[src/inc/pscd_pkg.sv]
package pscd_pkg;
	// Command field layout and codes.
	// Device type nibble; the same value is also the status opcode.
	localparam logic [3:0] TYPE_ID_VAL    = 4'h6;
	localparam logic [3:0] OP_READ_WIPER  = 4'h9;
	localparam logic [3:0] OP_WRITE_WIPER = 4'hA;
	localparam logic [3:0] OP_READ_STORE  = 4'hB;
	localparam logic [3:0] OP_WRITE_STORE = 4'hC;
	localparam logic [3:0] OP_STORE_TO_WP = 4'hD;
	localparam logic [3:0] OP_WP_TO_STORE = 4'hE;
	localparam logic [3:0] OP_STEP        = 4'h2;
	localparam logic [3:0] OP_STATUS      = TYPE_ID_VAL;
	localparam int         DEV_ADDR_LSB   = 0;
	localparam int         OPCODE_LSB     = 4;
	localparam int         REG_SEL_LSB    = 2;
	localparam int         BANK_SEL_LSB   = 0;
	localparam int         BYTE_BITS      = 8;
	localparam int         STORE_DEPTH    = 16;
	// Reset values and tap limits.
	localparam logic [7:0] WIPER_RST      = 8'h00;
	localparam logic [7:0] STORE_RST      = 8'h00;
	localparam logic [7:0] TAP_MAX        = 8'hFF;
	localparam logic [7:0] TAP_MIN        = 8'h00;
	// Nonvolatile write time.
	localparam int         NV_WRITE_US    = 10;
	localparam int         CLK_MHZ        = 125;
	localparam int         NV_WRITE_CYC   = NV_WRITE_US * CLK_MHZ;
	localparam int         NV_CNT_W       = 11;
endpackage

[src/rtl/pscd_nv_timer.sv]
`timescale 1ns/1ns
module pscd_nv_timer
	import pscd_pkg::*;
(
	// Clock and reset
	input  wire logic clk_sys_i,
	input  wire logic sys_rst_i,
	// Control
	input  wire logic start_i,
	output logic      busy_o
);
	logic [NV_CNT_W-1:0] cnt_ff;
	logic [NV_CNT_W-1:0] nxt_cnt;
	logic                busy_ff;
	logic                nxt_busy;
	localparam logic [NV_CNT_W-1:0] LAST = NV_CNT_W'(NV_WRITE_CYC - 1);

	assign nxt_busy = start_i ? 1'b1 : (busy_ff && cnt_ff != LAST);
	assign nxt_cnt  = (start_i || !busy_ff) ? '0 : cnt_ff + 1'b1;
	assign busy_o   = busy_ff;

	always_ff @(posedge clk_sys_i) begin
		if (sys_rst_i) begin
			busy_ff <= 1'b0;
			cnt_ff  <= '0;
		end else begin
			busy_ff <= nxt_busy;
			cnt_ff  <= nxt_cnt;
		end
	end
endmodule // pscd_nv_timer

[src/rtl/pscd_decoder.sv]
`timescale 1ns/1ns
// Notes on behaviour
// RQ1: Host opens with select fall, type, address.
// RQ2: Write-wiper loads received byte into wiper.
// RQ3: Read-stored shifts selected byte out until deselect.
// RQ4: All data bytes move MSB first.
// RQ5: Write-stored starts nonvolatile write on deselect.
// RQ6: Wiper-to-stored copies wiper, writes on deselect.
// RQ7: Stored-to-wiper copies selected byte into wiper.
// RQ8: Step command then unlimited step clocks.
// RQ9: Clock high with input high steps up.
// RQ10: Clock high with input low steps down.
// RQ11: Status returns seven zeros and write flag.
// RQ12: Don't-care bits never change addressing.
// RQ13: Wiper register drives tap; read returns it.
// RQ14: Write flag set during save, then clears.
// RQ15: Only bank zero allows wiper operations.
// RQ16: Stepping saturates at both ends.
module pscd_decoder
	import pscd_pkg::*;
#(
	parameter logic [1:0] DEV_ADDR = 2'h0
) (
	// Clock and reset
	input  wire logic       clk_sys_i,
	input  wire logic       sys_rst_i,
	// Serial pins
	input  wire logic       sck_i,
	input  wire logic       cs_n_i,
	input  wire logic       si_i,
	output logic            so_o,
	output logic            so_oe_o,
	// Potentiometer tap and status
	output logic [7:0]      tap_o,
	output logic            write_in_progress_o
);
	typedef enum logic [2:0] {
		ST_HDR, ST_OP, ST_WDATA, ST_RDATA, ST_STEP, ST_IGNORE
	} pscd_state_t;

	logic [2:0] sck_s_ff, cs_s_ff, si_s_ff;
	logic [7:0] shift_ff;
	logic [2:0] bit_ff;
	logic [3:0] op_ff;
	logic [3:0] sel_ff;
	logic [7:0] wiper_position_reg_ff;
	logic [7:0] stored_position_reg_ff [STORE_DEPTH];
	logic [7:0] tx_ff;
	logic       so_ff, so_oe_ff, nv_pend_ff;
	logic [3:0] nv_idx_ff;
	logic [7:0] nv_data_ff;
	pscd_state_t state_ff;

	always_ff @(posedge clk_sys_i) begin
		sck_s_ff <= {sck_s_ff[1:0], sck_i};
		cs_s_ff  <= {cs_s_ff[1:0], cs_n_i};
		si_s_ff  <= {si_s_ff[1:0], si_i};
	end

	wire       sck_rise  = sck_s_ff[1] & ~sck_s_ff[2];
	wire       sck_fall  = ~sck_s_ff[1] & sck_s_ff[2];
	wire       cs_fall   = ~cs_s_ff[1] & cs_s_ff[2];
	wire       cs_rise   = cs_s_ff[1] & ~cs_s_ff[2];
	wire       active    = ~cs_s_ff[1];
	wire       si_s      = si_s_ff[1];
	// RQ4: MSB first shift.
	wire [7:0] shift_in  = {shift_ff[6:0], si_s};
	wire       byte_done = sck_rise && bit_ff == 3'd7;
	// RQ1: type and address check.
	wire       hdr_ok    = shift_in[7:4] == TYPE_ID_VAL &&
		shift_in[3:2] == 2'b00 && shift_in[1:0] == DEV_ADDR;
	wire [3:0] sel_in    = shift_in[3:0];
	wire       bank0     = sel_in[1:0] == 2'b00;
	// RQ12: masked select; step ignores upper bits.
	wire [3:0] reg_idx   = {sel_in[1:0], sel_in[3:2]};
	wire [3:0] b0_idx    = {2'b00, sel_in[3:2]};
	wire [3:0] st_idx    = {sel_ff[1:0], sel_ff[3:2]};
	wire       at_max    = wiper_position_reg_ff == TAP_MAX;
	wire       at_min    = wiper_position_reg_ff == TAP_MIN;
	wire       nv_busy;

	pscd_nv_timer u_timer (
		.clk_sys_i (clk_sys_i),
		.sys_rst_i (sys_rst_i),
		.start_i   (nv_pend_ff && cs_rise),
		.busy_o    (nv_busy)
	);

	always_ff @(posedge clk_sys_i) begin
		if (sys_rst_i) begin
			state_ff <= ST_IGNORE;
			shift_ff <= 8'h00;
			bit_ff <= 3'd0;
			op_ff <= 4'h0;
			sel_ff <= 4'h0;
			wiper_position_reg_ff <= WIPER_RST;
			tx_ff <= 8'h00;
			so_ff <= 1'b0;
			so_oe_ff <= 1'b0;
			nv_pend_ff <= 1'b0;
			nv_idx_ff <= 4'h0;
			nv_data_ff <= 8'h00;
		end else if (cs_fall) begin
			state_ff <= ST_HDR;
			bit_ff <= 3'd0;
			nv_pend_ff <= 1'b0;
		end else if (!active) begin
			state_ff <= ST_IGNORE;
			so_oe_ff <= 1'b0;
			nv_pend_ff <= 1'b0;
		end else begin
			if (sck_rise) begin
				shift_ff <= shift_in;
				bit_ff <= bit_ff + 3'd1;
			end
			if (sck_fall && state_ff == ST_RDATA) begin
				so_ff <= tx_ff[7];
				tx_ff <= {tx_ff[6:0], 1'b0};
			end
			case (state_ff)
			ST_HDR: begin
				if (byte_done)
					state_ff <= hdr_ok ? ST_OP : ST_IGNORE;
			end
			ST_OP: begin
				if (byte_done) begin
					op_ff <= shift_in[7:4];
					sel_ff <= sel_in;
					state_ff <= ST_IGNORE;
					case (shift_in[7:4])
					OP_READ_WIPER: begin
						// RQ13: read returns wiper.
						tx_ff <= wiper_position_reg_ff;
						state_ff <= bank0 ? ST_RDATA : ST_IGNORE;
					end
					OP_READ_STORE: begin
						// RQ3: load selected stored byte.
						tx_ff <= stored_position_reg_ff[reg_idx];
						state_ff <= ST_RDATA;
					end
					OP_STATUS: begin
						// RQ11: status byte.
						tx_ff <= {7'h00, nv_busy};
						state_ff <= ST_RDATA;
					end
					// RQ15: wiper write bank zero.
					OP_WRITE_WIPER:
						state_ff <= bank0 ? ST_WDATA : ST_IGNORE;
					OP_WRITE_STORE:
						state_ff <= ST_WDATA;
					OP_STORE_TO_WP: begin
						// RQ7: stored to wiper, RQ15 bank zero.
						if (bank0 && !nv_busy)
							wiper_position_reg_ff <=
								stored_position_reg_ff[b0_idx];
					end
					OP_WP_TO_STORE: begin
						// RQ6: wiper to stored, written on deselect.
						if (bank0 && !nv_busy) begin
							nv_pend_ff <= 1'b1;
							nv_idx_ff <= b0_idx;
							nv_data_ff <= wiper_position_reg_ff;
						end
					end
					OP_STEP: begin
						// RQ8: enter step phase.
						if (bank0)
							state_ff <= ST_STEP;
					end
					default: state_ff <= ST_IGNORE;
					endcase
				end
			end
			ST_WDATA: begin
				if (byte_done) begin
					state_ff <= ST_IGNORE;
					if (op_ff == OP_WRITE_WIPER) begin
						// RQ2: load wiper.
						wiper_position_reg_ff <= shift_in;
					end else if (!nv_busy) begin
						// RQ5: arm nonvolatile write.
						nv_pend_ff <= 1'b1;
						nv_idx_ff <= st_idx;
						nv_data_ff <= shift_in;
					end
				end
			end
			ST_RDATA: so_oe_ff <= 1'b1;
			ST_STEP: begin
				if (sck_rise) begin
					// RQ9: up, RQ16 saturate.
					if (si_s && !at_max)
						wiper_position_reg_ff <=
							wiper_position_reg_ff + 8'h01;
					// RQ10: down, RQ16 saturate.
					else if (!si_s && !at_min)
						wiper_position_reg_ff <=
							wiper_position_reg_ff - 8'h01;
				end
			end
			default: state_ff <= ST_IGNORE;
			endcase
		end
	end

	genvar g;
	generate
		for (g = 0; g < STORE_DEPTH; g = g + 1) begin : g_store
			always_ff @(posedge clk_sys_i) begin
				if (sys_rst_i)
					stored_position_reg_ff[g] <= STORE_RST;
				// RQ14: save on deselect.
				else if (nv_pend_ff && cs_rise && nv_idx_ff == g)
					stored_position_reg_ff[g] <= nv_data_ff;
			end
		end
	endgenerate

	logic [7:0] tap_ff;
	logic       wip_ff;
	always_ff @(posedge clk_sys_i) begin
		if (sys_rst_i) begin
			tap_ff <= WIPER_RST;
			wip_ff <= 1'b0;
		end else begin
			tap_ff <= wiper_position_reg_ff;
			// RQ14: flag follows save timer.
			wip_ff <= nv_busy;
		end
	end

	assign tap_o = tap_ff;
	assign write_in_progress_o = wip_ff;
	assign so_o = so_ff;
	assign so_oe_o = so_oe_ff;
endmodule // pscd_decoder

[config.mk]
export PLATFORM = sky130hd
export DESIGN_NAME = pscd_decoder
export DESIGN_NICKNAME = d
export VERILOG_FILES = /design/src/inc/pscd_pkg.sv /design/src/rtl/pscd_nv_timer.sv /design/src/rtl/pscd_decoder.sv
export SDC_FILE = /design/constraint.sdc
export NUM_CORES = 1
export LEC_CHECK = 0
export BUFFER_PORTS_ARGS = -buffer_cell sky130_fd_sc_hd__buf_2
export CORE_UTILIZATION = 50
export CTS_BUF_LIST = sky130_fd_sc_hd__clkbuf_2
export CTS_CLUSTER_SIZE = 8
export DETAILED_ROUTE_END_ITERATION = 8
export HOLD_SLACK_MARGIN = 0.15
export MAX_ROUTING_LAYER = met4
export PLACE_DENSITY_LB_ADDON = 0.1
export SLEW_MARGIN = 40
export SYNTH_ARGS = -nofsm -noshare
export SYNTH_HDL_FRONTEND = slang
export SYNTH_HIERARCHICAL = 1
export SYNTH_SLANG_ARGS = --single-unit
[constraint.sdc]
create_clock -name clk_sys_i -period 2.44 [get_ports clk_sys_i]
set_clock_uncertainty 0.15 [all_clocks]
set_input_delay 0.488 -clock clk_sys_i [delete_from_list [all_inputs] [get_ports clk_sys_i]]
set_output_delay 0.488 -clock clk_sys_i [all_outputs]
set_load 0.05 [all_outputs]
==> run_results.csv <==
group,metric,value,unit
outcome,status,"complete, no violations",
synth,synth_warnings,6,
floorplanning,chipHeight,145,um
cts,htree_levels,2,
setup_path,critPathArrivalTime,2.90,ns
floorplanning,start_util,0.509,
synth,syn_area_per_cell,11.9,um2
synth,synth_edf_count,128,
power,p_total,6.51,mW
floorplanning,dieArea,21100,um2
detailed_routing,drc,0,
final_layout,fin_nets,981,
timing,drv_slew,0,
cts,clk_path_buf_depth,3,
timing,slew_headroom,0.426,
final_layout,final_cell_mix,"130 x and2_1, 128 x edfxtp_1, 80 x dfxtp_1",
timing,min_period_over_period,0.971,
setup_path,path_max_fanout,8,
cts,numCtsBuffers,52,
timing,setup_tns,0,ns
detailed_routing,ant_nets,0,
final_layout,fin_cells,1277,
synth,async_flop_share,0,
detailed_routing,vias_per_cell,5.72,
timing,fmax,0.422,GHz
setup_path,setup.worst_path.start_class,"flop",
placement,dpl.hpwl,18000,um
power,power_density,560,nW/um2
synth,synthFlopType,"edfxtp_1",
grt,gr-total-overflow,0,
timing,rsz0062_at_grt,"yes",
power,peakVddDrop,370,uV
synth,syn_area,10300,um2
min_path,hold_path.class,"reg -> reg",
cts,root_buffer,"clkbuf_2",
timing,hold_viol,0,
placement,gp_congestion,0.913,
cts,insertion_delay,0.84,ns
detailed_routing,drt-total-wl,26300,um
setup_path,critPathTopFamily,"compound AO/OA/AOI/OAI gates",
grt,antenna_found_initial,1,
grt,grt_pass1_vias,7518,
final_layout,multi_input_area,4450,um2
setup_path,ff2ff_setup_slack,0.07,ns
synth,synth_fp_nets,882,
final_layout,fill_cells,1741,
setup_path,crit_chain,"nand3_1, nor2_1, nand2_1, nand2_4, ha_1, a211oi_1, o211ai_1, and4_1, o21ai_0, a311oi_2",
detailed_routing,wl_per_cell,20.6,um
grt,grt_max_degree,55,
placement,placed_area,11000,um2
cts,clock-sinks,211,
setup_path,max_stage_delay,0.34,ns
detailed_routing,first_pass_iters,5,
synth,synth-seq-cells,211,
job,max_cap_viol_count,0,
timing,period_needed,2.37,ns
power,cellLeakagePower,4.16,nW
final_layout,final-seq-area,5510,um2
setup_path,crit_path_end_kind,"flop",
floorplanning,core,20200,um2
cts,cts.clk_slew.worst_paths,0.11,ns
final_layout,syn_to_final_growth,13.0,%
floorplanning,die_w,145,um
detailed_routing,num_vias,7310,
setup_path,crit_type,"reg -> reg",
floorplanning,core.rowCount,52,
timing,setup_viol_count_final,0,
final_layout,post-route-util,0.576,
final_layout,drive_gt1_frac,0.252,
synth,ys_types,69,
final_layout,final_common_cell,"and2_1",
floorplanning,io_pins,16,
synth,ys_seq_area_frac,0.536,
timing,worst_pin_slew,0.860,ns
synth,netlist_instances,864,
setup_path,crit_required,2.97,ns
grt,track_usage,0.265,
setup_path,path_buf_inv,0,
placement,io_buffers,15,
detailed_routing,drt_iter0_markers,555,
setup_path,cp_slowest_cell,"dfxtp_2",
final_layout,final_cell_area,11600,um2
cts,cts_tree,"done",
grt,grt_pass1_wl,41500,um
placement,dp.cells,1169,
worst reg2reg max path, stage by stage (launching register included):
cell	delay [ns]
dfxtp_2	0.34
nand3_1	0.10
nor2_1	0.13
nand2_1	0.10
nand2_4	0.12
ha_1	0.26
a211oi_1	0.32
o211ai_1	0.18
and4_1	0.21
o21ai_0	0.19
a311oi_2	0.11
registers in the layout, indices dropped and copies added (netlist names), 7 cells and up, named ones only:
| name | count |
|---|---|
| u_timer/cnt_ff | 11 |
| tap_o | 8 |
| wiper_position_reg_ff | 8 |
| tx_ff | 8 |
| shift_ff | 7 |
| stored_position_reg_ff | 128 |
| nv_data_ff | 8 |
repair_timing:
action                                  in CTS  in global routing
endpoints found under the hold margin       67                  0
hold buffers                                 7                  0
setup buffers                                0                  3
gates resized for setup                      0                  6
endpoints found under the setup margin       0                 15
cell families (layout without fill, tap and decap cells):
group | after synthesis | after routing | share of synthesized area
xor gates and xnor gates | 8 | 8 | 0.00682
buffers and inverters | 73 | 215 | 0.0330
adders and majority gates | 13 | 13 | 0.0166
and+or+nand+nor | 341 | 341 | 0.186
muxes | 63 | 63 | 0.111
DFF | 211 | 211 | 0.536
other | 0 | 1 | 0
AOI/OAI and AO/OA | 155 | 155 | 0.110
cell usage after synthesis (7+ instances only):
cell,number,area [um2]
mux4_2,41,923
and2_1,130,813
clkbuf_1,33,124
inv_1,17,63.8
ha_1,12,150
edfxtp_1,128,3840
nor2b_1,12,75.1
mux2i_1,22,220
nand3_1,17,85.1
a221oi_1,8,70.1
buf_2,13,65.1
nand2b_1,10,62.6
a21oi_1,45,225
a211oi_2,12,150
o22ai_1,8,50.1
a22oi_1,7,52.6
o31ai_1,17,128
dfxtp_1,83,1660
o21ai_0,23,115
nor2_1,67,251
nand2_1,54,203
layer usage:
| layer | up-vias | GRT usage | routed length (um) |
|---|---|---|---|
| li1 | 3406 | - | - |
| met1 | 3588 | 0.341 | 11200 |
| met2 | 244 | 0.418 | 12500 |
| met3 | 72 | 0.0451 | 1620 |
| met4 | 0 | 0.111 | 928 |
| met5 | - | - | 0 |
through the flow:
stage / setup slack, ns / hold slack, ns
3_3_place_gp: 0.118 / 0.160
2_1_floorplan: 0.00280 / 0.160
6_report: 0.0715 / 0.146
4_1_cts: 0.0355 / 0.173
5_1_grt: -0.0749 / 0.178
3_5_place_dp: 0.0261 / 0.162
report_power, final:
group | switching, mW | internal (mW)
sequential | 0.0515 | 3.88
clock | 1.42 | 0.825
combinational | 0.190 | 0.140
total | 1.66 | 4.85
path summary, 6_finish.rpt:
path,startpoint,endpoint,cells after the start
worst min-delay path,cs_s_ff[0],cs_s_ff[1],0
worst min register to register,cs_s_ff[0],cs_s_ff[1],0
worst max-delay path,wiper_position_reg_ff[1],wiper_position_reg_ff[7],10
worst max register to register,wiper_position_reg_ff[1],wiper_position_reg_ff[7],10
cell type report:
cell class / count / area share
Sequential cell: 211 / 0.475
Clock inverter: 23 / 0.00754
Antenna cell: 1 / 0.000216
Tap cell: 270 / 0.0291
Clock buffer: 74 / 0.0319
Timing Repair Buffer: 101 / 0.0682
Multi-Input combinational cell: 580 / 0.383
Inverter: 17 / 0.00550
No activity file was read; power rests on OpenSTA's default activity.
